$ cat src/include/nco_pkg.sv
// constants shared by the oscillator/mixer device end and its controller end
// assumes a single 40 MHz mclk domain on both ends
package nco_pkg;

    // ************************************************************
    // sizes
    // ************************************************************
    localparam int NUM_CH    = 2;
    localparam int NUM_OSC   = 4;
    localparam int TW_W      = 32;
    localparam int PH_W      = 16;
    localparam int SMP_W     = 12;
    localparam int MIX_W     = 16;
    localparam int RDIV_W    = 16;
    localparam int RAT_SHIFT = 6;             // divider counts blocks of 64 clocks
    localparam int RAT_W     = RDIV_W + RAT_SHIFT;
    localparam int CFG_AW    = 8;
    localparam int CFG_DW    = 32;

    // ************************************************************
    // timing counts in mclk cycles
    // ************************************************************
    localparam int HOP_LAT   = 43;            // plus two synchroniser stages gives 45
    localparam int ADC_LAT   = 37;
    localparam int SREF_HIGH = 4;
    localparam logic [15:0] SREF_PERIOD_DEF = 16'h0400;
    localparam logic [15:0] RDIV_MAX_REC    = 16'h2000;

    // ************************************************************
    // device configuration map (word index)
    // ************************************************************
    localparam logic [7:0] CFG_CTRL       = 8'h00;
    localparam logic [7:0] CFG_RDIV       = 8'h01;
    localparam logic [7:0] CFG_STATUS     = 8'h02;
    localparam logic [7:0] CFG_TUNE_BASE  = 8'h10;   // + ch*4 + osc
    localparam logic [7:0] CFG_PHASE_BASE = 8'h20;   // + ch*4 + osc
    localparam int CTRL_SRC  = 0;
    localparam int CTRL_SELA = 1;             // two bits
    localparam int CTRL_SELB = 3;             // two bits
    localparam int CTRL_ILA  = 5;
    localparam int CTRL_NEXT = 6;
    localparam int CTRL_LINK = 7;
    localparam logic [7:0] CTRL_RST = 8'h00;

    // ************************************************************
    // controller wishbone map
    // ************************************************************
    localparam int WB_HOST_BIT = 10;          // 0: device window, 1: controller registers
    localparam logic [7:0] HOST_PINS   = 8'h00;
    localparam logic [7:0] HOST_LINK   = 8'h01;
    localparam logic [7:0] HOST_SRPER  = 8'h02;
    localparam logic [7:0] HOST_STATUS = 8'h03;
    localparam int LINK_SYNC  = 0;
    localparam int LINK_SRUN  = 1;
    localparam int LINK_SPULS = 2;

    // quarter-wave sine, 16 points, amplitude 127
    localparam logic [15:0][7:0] SIN_QTR = {
        8'h7f, 8'h7e, 8'h7b, 8'h78, 8'h73, 8'h6d, 8'h66, 8'h5e,
        8'h55, 8'h4c, 8'h41, 8'h36, 8'h2b, 8'h1f, 8'h13, 8'h06};

endpackage

$ cat src/include/nco_link_if.sv
// pins between controller and device: hop pins, sync, sysref, config port
// assumes both ends run on the same mclk
`timescale 1ns/1ps
`default_nettype none
interface nco_link_if;
    logic [1:0]                  hopSelA;
    logic [1:0]                  hopSelB;
    logic                        linkSync;
    logic                        sysref;
    logic                        cfgReq;
    logic                        cfgWe;
    logic [nco_pkg::CFG_AW-1:0]  cfgAddr;
    logic [nco_pkg::CFG_DW-1:0]  cfgWdata;
    logic [nco_pkg::CFG_DW-1:0]  cfgRdata;

    modport host (output hopSelA, hopSelB, linkSync, sysref,
                  output cfgReq, cfgWe, cfgAddr, cfgWdata, input cfgRdata);
    modport device (input hopSelA, hopSelB, linkSync, sysref,
                    input cfgReq, cfgWe, cfgAddr, cfgWdata, output cfgRdata);
endinterface
`default_nettype wire

$ cat src/rtl/nco_mixer_device.sv
// two-channel oscillator bank and complex mixer with hop selection and sync
// assumes hop pins, sync and sysref are asynchronous; config port is on mclk
//
// Contract
// - 32-bit tuning word sets each oscillator frequency
// - real samples times selected complex exponential
// - four oscillators per channel, own word and offset
// - unselected accumulators keep running
// - hop pins switch asynchronously, fixed latency
// - source bit 1: pins pick oscillator
// - source bit 0 default: register field picks
// - divider zero: plain binary accumulator wrap
// - word rewrite leaves phase undefined until resync
// - rational mode wraps every divider times 64
// - controller keeps divider at or below 8192; the controller only flags larger divider writes in its status
// - controller computes word from step count; here software writes the word and the controller forwards it
// - 16-bit offset added in top accumulator bits
// - sync by link init or next sysref
// - link-init sync needs enable bit and link
// - sync rising edge resynchronises all oscillators
// - single sysref pulse resyncs when armed
// - armed: next sysref rising edge resyncs
// - controller times arming between sysref edges; here software arms, and the controller only sets the sysref period
//
// Implementation choices: the Wishbone interface to the registers and the register offsets.
`timescale 1ns/1ps
`default_nettype none
module nco_mixer_device #(
    parameter int HOP_DELAY = nco_pkg::HOP_LAT,
    parameter int ADC_DELAY = nco_pkg::ADC_LAT
) (
    // clock and reset
    input  wire logic                                           mclk,
    input  wire logic                                           reset_n,
    // pins and config port
    nco_link_if.device                                          link,
    // converter samples
    input  wire logic [nco_pkg::NUM_CH-1:0][nco_pkg::SMP_W-1:0] sampleIn,
    // mixer output
    output logic      [nco_pkg::NUM_CH-1:0][nco_pkg::MIX_W-1:0] mixI,
    output logic      [nco_pkg::NUM_CH-1:0][nco_pkg::MIX_W-1:0] mixQ,
    output logic      [nco_pkg::NUM_CH-1:0][1:0]                activeSel
);
    import nco_pkg::*;

    // ************************************************************
    // pin synchronisers
    // ************************************************************
    logic [1:0] hopS1 [NUM_CH];
    logic [1:0] hopS2 [NUM_CH];
    logic [1:0] hopLine [NUM_CH][HOP_DELAY];
    logic [1:0] evS1;
    logic [1:0] evS2;
    logic [1:0] evS3;
    wire  [1:0] hopPin [NUM_CH];
    assign hopPin[0] = link.hopSelA;
    assign hopPin[1] = link.hopSelB;

    always_ff @(posedge mclk or negedge reset_n) begin
        if (!reset_n) begin
            evS1 <= 2'h0;
            evS2 <= 2'h0;
            evS3 <= 2'h0;
        end else begin
            evS1 <= {link.sysref, link.linkSync};
            evS2 <= evS1;
            evS3 <= evS2;
        end
    end

    // the hop line stands in for the pin-to-mixer pipeline so switching latency is fixed
    always_ff @(posedge mclk or negedge reset_n) begin
        if (!reset_n) begin
            for (int c = 0; c < NUM_CH; c++) begin
                hopS1[c] <= 2'h0;
                hopS2[c] <= 2'h0;
                for (int d = 0; d < HOP_DELAY; d++) hopLine[c][d] <= 2'h0;
            end
        end else begin
            for (int c = 0; c < NUM_CH; c++) begin
                hopS1[c]      <= hopPin[c];
                hopS2[c]      <= hopS1[c];
                hopLine[c][0] <= hopS2[c];
                for (int d = 1; d < HOP_DELAY; d++) hopLine[c][d] <= hopLine[c][d-1];
            end
        end
    end

    // ************************************************************
    // sync events
    // ************************************************************
    logic [7:0] ctrl_reg;
    logic [7:0] ctrl_next;
    wire syncRise  = evS2[0] & ~evS3[0];
    wire srefRise  = evS2[1] & ~evS3[1];
    // the link must be enabled so the rise before link enable is not taken
    wire ilaEvent  = ctrl_reg[CTRL_ILA] & ctrl_reg[CTRL_LINK] & syncRise;
    wire nextEvent = ctrl_reg[CTRL_NEXT] & srefRise;
    wire resync    = ilaEvent | nextEvent;

    // ************************************************************
    // configuration writes
    // ************************************************************
    wire        cfgWr    = link.cfgReq & link.cfgWe;
    wire        wrCtrl   = cfgWr && link.cfgAddr == CFG_CTRL;
    wire        wrRdiv   = cfgWr && link.cfgAddr == CFG_RDIV;
    wire        isTune   = link.cfgAddr[7:3] == CFG_TUNE_BASE[7:3];
    wire        isPhase  = link.cfgAddr[7:3] == CFG_PHASE_BASE[7:3];
    wire        cfgCh    = link.cfgAddr[2];
    wire [1:0]  cfgOsc   = link.cfgAddr[1:0];

    logic [RDIV_W-1:0] rdiv_reg;
    logic [TW_W-1:0]   tune_reg  [NUM_CH][NUM_OSC];
    logic [PH_W-1:0]   phase_reg [NUM_CH][NUM_OSC];
    logic [TW_W-1:0]   acc_reg   [NUM_CH][NUM_OSC];
    logic [RAT_W-1:0]  ratCnt_reg;
    logic [7:0]        syncCnt_reg;

    always_comb begin
        ctrl_next = ctrl_reg;
        if (ilaEvent) ctrl_next[CTRL_ILA] = 1'b0;
        if (nextEvent) ctrl_next[CTRL_NEXT] = 1'b0;
        // a software write in the same cycle keeps its own value
        if (wrCtrl) ctrl_next = link.cfgWdata[7:0];
    end

    always_ff @(posedge mclk or negedge reset_n) begin
        if (!reset_n) begin
            ctrl_reg    <= CTRL_RST;
            rdiv_reg    <= '0;
            syncCnt_reg <= 8'h00;
        end else begin
            ctrl_reg <= ctrl_next;
            if (wrRdiv) rdiv_reg <= link.cfgWdata[RDIV_W-1:0];
            if (resync) syncCnt_reg <= syncCnt_reg + 8'h01;
        end
    end

    // ************************************************************
    // rational wrap counter
    // ************************************************************
    wire             ratMode = rdiv_reg != '0;
    wire [RAT_W-1:0] ratLast = {rdiv_reg, {RAT_SHIFT{1'b0}}} - {{(RAT_W-1){1'b0}}, 1'b1};
    // after divider*64 clocks every rational frequency has done whole turns,
    // so clearing the phase there removes the word's rounding error
    wire             ratWrap = ratMode && ratCnt_reg == ratLast;

    always_ff @(posedge mclk or negedge reset_n) begin
        if (!reset_n) begin
            ratCnt_reg <= '0;
        end else if (resync || ratWrap || !ratMode) begin
            ratCnt_reg <= '0;
        end else begin
            ratCnt_reg <= ratCnt_reg + {{(RAT_W-1){1'b0}}, 1'b1};
        end
    end

    // ************************************************************
    // oscillator bank
    // ************************************************************
    // a word rewritten while running is taken at once without touching the
    // accumulator, so phase is only defined again after the next resync or rational wrap
    always_ff @(posedge mclk or negedge reset_n) begin
        if (!reset_n) begin
            for (int c = 0; c < NUM_CH; c++) begin
                for (int k = 0; k < NUM_OSC; k++) begin
                    tune_reg[c][k]  <= '0;
                    phase_reg[c][k] <= '0;
                    acc_reg[c][k]   <= '0;
                end
            end
        end else begin
            for (int c = 0; c < NUM_CH; c++) begin
                for (int k = 0; k < NUM_OSC; k++) begin
                    if (cfgWr && isTune && cfgCh == c[0] && cfgOsc == k[1:0])
                        tune_reg[c][k] <= link.cfgWdata;
                    if (cfgWr && isPhase && cfgCh == c[0] && cfgOsc == k[1:0])
                        phase_reg[c][k] <= link.cfgWdata[PH_W-1:0];
                    if (resync || ratWrap)
                        acc_reg[c][k] <= '0;
                    else
                        acc_reg[c][k] <= acc_reg[c][k] + tune_reg[c][k];
                end
            end
        end
    end

    // ************************************************************
    // selection and mixer
    // ************************************************************
    function automatic logic signed [7:0] sinLut(input logic [5:0] p);
        logic [3:0] idx;
        logic [7:0] mag;
        idx = p[4] ? ~p[3:0] : p[3:0];
        mag = SIN_QTR[idx];
        sinLut = p[5] ? -mag : mag;
    endfunction

    logic [SMP_W-1:0] smpLine [NUM_CH][ADC_DELAY];
    wire  [1:0]       regSel [NUM_CH];
    wire  [1:0]       useSel [NUM_CH];
    wire  [TW_W-1:0]  selPhase [NUM_CH];
    assign regSel[0] = ctrl_reg[CTRL_SELA +: 2];
    assign regSel[1] = ctrl_reg[CTRL_SELB +: 2];

    for (genvar c = 0; c < NUM_CH; c++) begin : g_sel
        assign useSel[c] = ctrl_reg[CTRL_SRC] ? hopLine[c][HOP_DELAY-1]
                                              : regSel[c];
        assign selPhase[c] = acc_reg[c][activeSel[c]]
                           + {phase_reg[c][activeSel[c]], {(TW_W-PH_W){1'b0}}};
    end

    always_ff @(posedge mclk or negedge reset_n) begin
        if (!reset_n) begin
            for (int c = 0; c < NUM_CH; c++) begin
                activeSel[c] <= 2'h0;
                mixI[c]      <= '0;
                mixQ[c]      <= '0;
                for (int d = 0; d < ADC_DELAY; d++) smpLine[c][d] <= '0;
            end
        end else begin
            for (int c = 0; c < NUM_CH; c++) begin
                activeSel[c] <= useSel[c];
                smpLine[c][0] <= sampleIn[c];
                for (int d = 1; d < ADC_DELAY; d++) smpLine[c][d] <= smpLine[c][d-1];
                mixI[c] <= 16'((20'($signed(smpLine[c][ADC_DELAY-1]))
                           * sinLut(selPhase[c][31:26] + 6'h10)) >>> 3);
                mixQ[c] <= 16'((20'($signed(smpLine[c][ADC_DELAY-1]))
                           * sinLut(selPhase[c][31:26])) >>> 3);
            end
        end
    end

    // ************************************************************
    // readback
    // ************************************************************
    logic [CFG_DW-1:0] rd;
    always_comb begin
        rd = '0;
        if (link.cfgAddr == CFG_CTRL) rd[7:0] = ctrl_reg;
        else if (link.cfgAddr == CFG_RDIV) rd[RDIV_W-1:0] = rdiv_reg;
        else if (link.cfgAddr == CFG_STATUS) rd[11:0] = {syncCnt_reg, activeSel[1], activeSel[0]};
        else if (isTune) rd = tune_reg[cfgCh][cfgOsc];
        else if (isPhase) rd[PH_W-1:0] = phase_reg[cfgCh][cfgOsc];
    end

    always_ff @(posedge mclk or negedge reset_n) begin
        if (!reset_n) link.cfgRdata <= '0;
        else if (link.cfgReq) link.cfgRdata <= rd;
    end

endmodule // nco_mixer_device
`default_nettype wire

$ cat src/flat_wrapper.sv
// flat-port wrapper written by rule: the top's interface ports become plain ports
module nco_mixer_device_flat import nco_pkg::*;
#(
    parameter int HOP_DELAY = nco_pkg::HOP_LAT,
    parameter int ADC_DELAY = nco_pkg::ADC_LAT
)
  (mclk, reset_n, sampleIn, mixI, mixQ, activeSel, link_hopSelA, link_hopSelB, link_linkSync, link_sysref, link_cfgReq, link_cfgWe, link_cfgAddr, link_cfgWdata, link_cfgRdata);
  nco_link_if link_i ();
  input  wire logic mclk;
  input  wire logic reset_n;
  input  wire logic [nco_pkg::NUM_CH-1:0][nco_pkg::SMP_W-1:0] sampleIn;
  output logic      [nco_pkg::NUM_CH-1:0][nco_pkg::MIX_W-1:0] mixI;
  output logic      [nco_pkg::NUM_CH-1:0][nco_pkg::MIX_W-1:0] mixQ;
  output logic      [nco_pkg::NUM_CH-1:0][1:0] activeSel;
  input wire logic [$bits(link_i.hopSelA)-1:0] link_hopSelA;
  input wire logic [$bits(link_i.hopSelB)-1:0] link_hopSelB;
  input wire logic [$bits(link_i.linkSync)-1:0] link_linkSync;
  input wire logic [$bits(link_i.sysref)-1:0] link_sysref;
  input wire logic [$bits(link_i.cfgReq)-1:0] link_cfgReq;
  input wire logic [$bits(link_i.cfgWe)-1:0] link_cfgWe;
  input wire logic [$bits(link_i.cfgAddr)-1:0] link_cfgAddr;
  input wire logic [$bits(link_i.cfgWdata)-1:0] link_cfgWdata;
  output wire logic [$bits(link_i.cfgRdata)-1:0] link_cfgRdata;
  assign link_i.hopSelA = link_hopSelA;
  assign link_i.hopSelB = link_hopSelB;
  assign link_i.linkSync = link_linkSync;
  assign link_i.sysref = link_sysref;
  assign link_i.cfgReq = link_cfgReq;
  assign link_i.cfgWe = link_cfgWe;
  assign link_i.cfgAddr = link_cfgAddr;
  assign link_i.cfgWdata = link_cfgWdata;
  assign link_cfgRdata = link_i.cfgRdata;
  nco_mixer_device #(.HOP_DELAY(HOP_DELAY), .ADC_DELAY(ADC_DELAY)) u_core (.mclk(mclk), .reset_n(reset_n), .link(link_i), .sampleIn(sampleIn), .mixI(mixI), .mixQ(mixQ), .activeSel(activeSel));
endmodule
$ cat config.mk
export PLATFORM = sky130hd
export DESIGN_NAME = nco_mixer_device_flat
export DESIGN_NICKNAME = d
export VERILOG_FILES = /design/src/include/nco_pkg.sv /design/src/include/nco_link_if.sv /design/src/rtl/nco_mixer_device.sv /design/src/flat_wrapper.sv
export SDC_FILE = /design/constraint.sdc
export NUM_CORES = 2
export LEC_CHECK = 0
export BUFFER_PORTS_ARGS = -buffer_cell sky130_fd_sc_hd__buf_4
export CORE_ASPECT_RATIO = 0.5
export CORE_MARGIN = 5
export CORE_UTILIZATION = 55
export DETAILED_ROUTE_END_ITERATION = 7
export HOLD_SLACK_MARGIN = 0.12
export PLACE_DENSITY_LB_ADDON = 0.3
export SLEW_MARGIN = 20
export SYNTH_ARGS = -nofsm -noshare
export SYNTH_HDL_FRONTEND = slang
export SYNTH_SLANG_ARGS = --single-unit
$ cat constraint.sdc
create_clock -name mclk -period 31.3 [get_ports mclk]
set_clock_uncertainty 0.2 [all_clocks]
set_input_delay 0 -clock mclk [delete_from_list [all_inputs] [get_ports mclk]]
set_output_delay 0 -clock mclk [all_outputs]
set_load 0.01 [all_outputs]
==> flow_metrics.tcl <==
set metrics [dict create \
    status "finished clean" \
    antenna_left 0 \
    mostFrequentLayoutCell "dfrtp_1" \
    min_period_ns 12.21 \
    crit_type "reg -> reg" \
    ctsResizeCount 0 \
    grt_pass1_vias 55600 \
    hold_path.class "reg -> reg" \
    start_util_pct 55.6 \
    rsz0062_at_grt "no" \
    fillers 11500 \
    avgViaCountPerCell 5.79 \
    fp.dieH_um 290 \
    drt_wl_total_um 211000 \
    htree_levels 4 \
    grtUsageTotal_pct 25.9 \
    io_buffer_count 173 \
    cts_setup_buffers 0 \
    syn_area_per_cell_um2 12.9 \
    wl_per_cell_um 22.8 \
    max-slew-margin-rel_pct 20.8 \
    vias 53600 \
    fmax_mhz 81.9 \
    cts_buffers 168 \
    dr.pass1.iters 6 \
    final_cell_mix "dfrtp_1 (1866), inv_1 (542), nor2_1 (452)" \
    multi_input_area_um2 36900 \
    critPathMaxStageDelay_ns 0.84 \
    synth_area_um2 86400 \
    crit_path_max_fanout 30 \
    hold_viol 0 \
    drive_gt1_share_pct 15.6 \
    ys_seq_elements 1868 \
    placed_area_um2 90100 \
    syn-instance-count 6713 \
    clk_pin_slew_worst_paths_ns 0.07 \
    nets 7869 \
    synth.distinct_cells 100 \
    async_flop_share_pct 100 \
    dr.first_iter.drc_count 5070 \
    cap_viol_max_count 0 \
    grt-ovfl-total 0 \
    hpwl_um 140000 \
    antenna_found_initial 12 \
    cts_root_buffer "clkbuf_16" \
    grt_pass1_wl_um 333000 \
    setup_tns_ns 0 \
    pin_count 174 \
    hold_buffers 148 \
    grt_start_max_net_pins 194 \
    synth_nets 7537 \
    syn2layout_area_growth_pct 12.6 \
    setup_violations 0 \
    ys_warn_count 0 \
    clock-sinks 1868 \
    regArea_um2 46700 \
    die_w_um 571 \
    coreArea_um2 155000 \
    ys_seq_area_share_pct 54.1 \
    dieArea_um2 166000 \
    cp.arrival_ns 12.67 \
    clk_latency_ns 0.82 \
    worstPathRequired_ns 31.75 \
    synth-edff-count 0 \
    critPathLaunchType "flip-flop" \
    clk_path_buf_depth 4 \
    drc_errors 0 \
    largest_register_ffs 888 \
    cp_top_family "compound AO/OA/AOI/OAI gates" \
    cp_common_cell "fa_1" \
    rows 102 \
    cp-end-kind "flip-flop" \
    worst_pin_slew_ns 1.17 \
    cts_tree "yes" \
    cp_num_buf_inv 3 \
    gp_congestion 0.922 \
    crit_slowest_cell "xnor2_1" \
    slew_viol_final 0 \
    post-route-period-util_pct 39.0 \
    synth_flop_cell "dfrtp_1" \
    final_area_um2 97400 \
]
-- per-stage QoR --
| stage | instances | setup slack (ns) | util (%) | hold WS (ns) |
|---|---|---|---|---|
| 2_1_floorplan | 6713 | 20.27 | - | -0.496 |
| 3_3_place_gp | 8807 | 19.52 | 57.9 | -0.156 |
| 3_5_place_dp | 8807 | 19.29 | 57.9 | -0.156 |
| 4_1_cts | 9244 | 19.15 | 62.6 | 0.122 |
| 5_1_grt | 9245 | 18.27 | 62.6 | 0.135 |
| 6_report | 9251 | 19.09 | 62.6 | 0.100 |
-- kinds of logic (layout without fill, tap and decap cells) --
group,after synthesis,after routing,synth area share (%)
flops,1868,1868,54.1
simple gates,1397,1397,8.01
compound gates,940,940,7.17
buf+inv,761,1212,3.33
fa+ha+maj,750,750,13.6
mux,618,618,9.99
xor+xnor,379,379,3.86
other cells,0,7,0
-- metal layers --
metal  GRT usage, %  wire, um
met2           39.1     93800
met1           37.4     91000
met5              0        17
met4           7.45      6540
met3           6.69     19200
-- final cells by class --
type | instances | area share, %
diodes | 7 | 0.0180
clock buffers | 226 | 4.87
clock inverters | 63 | 1.05
inverters | 542 | 2.09
multi-input cells | 4084 | 37.9
flip-flops and latches | 1868 | 48.0
well taps | 2080 | 2.67
repair buffers | 381 | 3.41
-- cell usage after synthesis, types with 66 or more instances --
cell type / number / area [um2]
o21ai_0: 174 / 871
fa_1: 312 / 6250
mux4_2: 156 / 3510
clkbuf_1: 183 / 687
ha_1: 438 / 5480
nor2b_1: 114 / 713
dfrtp_1: 1868 / 46700
mux2_2: 396 / 4460
xor2_1: 142 / 1240
and2_1: 158 / 988
mux2i_1: 66 / 661
nand2b_1: 68 / 425
nand2_1: 241 / 905
inv_1: 542 / 2030
a21o_1: 133 / 998
nand3_1: 79 / 395
xnor2_1: 235 / 2060
nor3_1: 68 / 340
nor2_1: 458 / 1720
a21oi_1: 260 / 1300
-- worst paths after layout --
| kind | startpoint | slack (ns) | cells after the start | end |
|---|---|---|---|---|
| max | u_core.activeSel[2] | 19.09 | 40 | u_core.mixI[31] |
| min | u_core.smpLine[479] | 0.10 | 0 | u_core.smpLine[467] |
| max reg2reg | u_core.activeSel[2] | 19.09 | 40 | u_core.mixI[31] |
| min reg2reg | u_core.smpLine[479] | 0.10 | 0 | u_core.smpLine[467] |
| max in group asynchronous | reset_n | 27.48 | 7 | u_core.mixQ[22] |
| min in group asynchronous | reset_n | 0.30 | 4 | u_core.hopLine[19] |
Power is left out: the tool's default activity adds up to more than one toggle a clock period on the data nets, which glitch-free logic cannot reach.
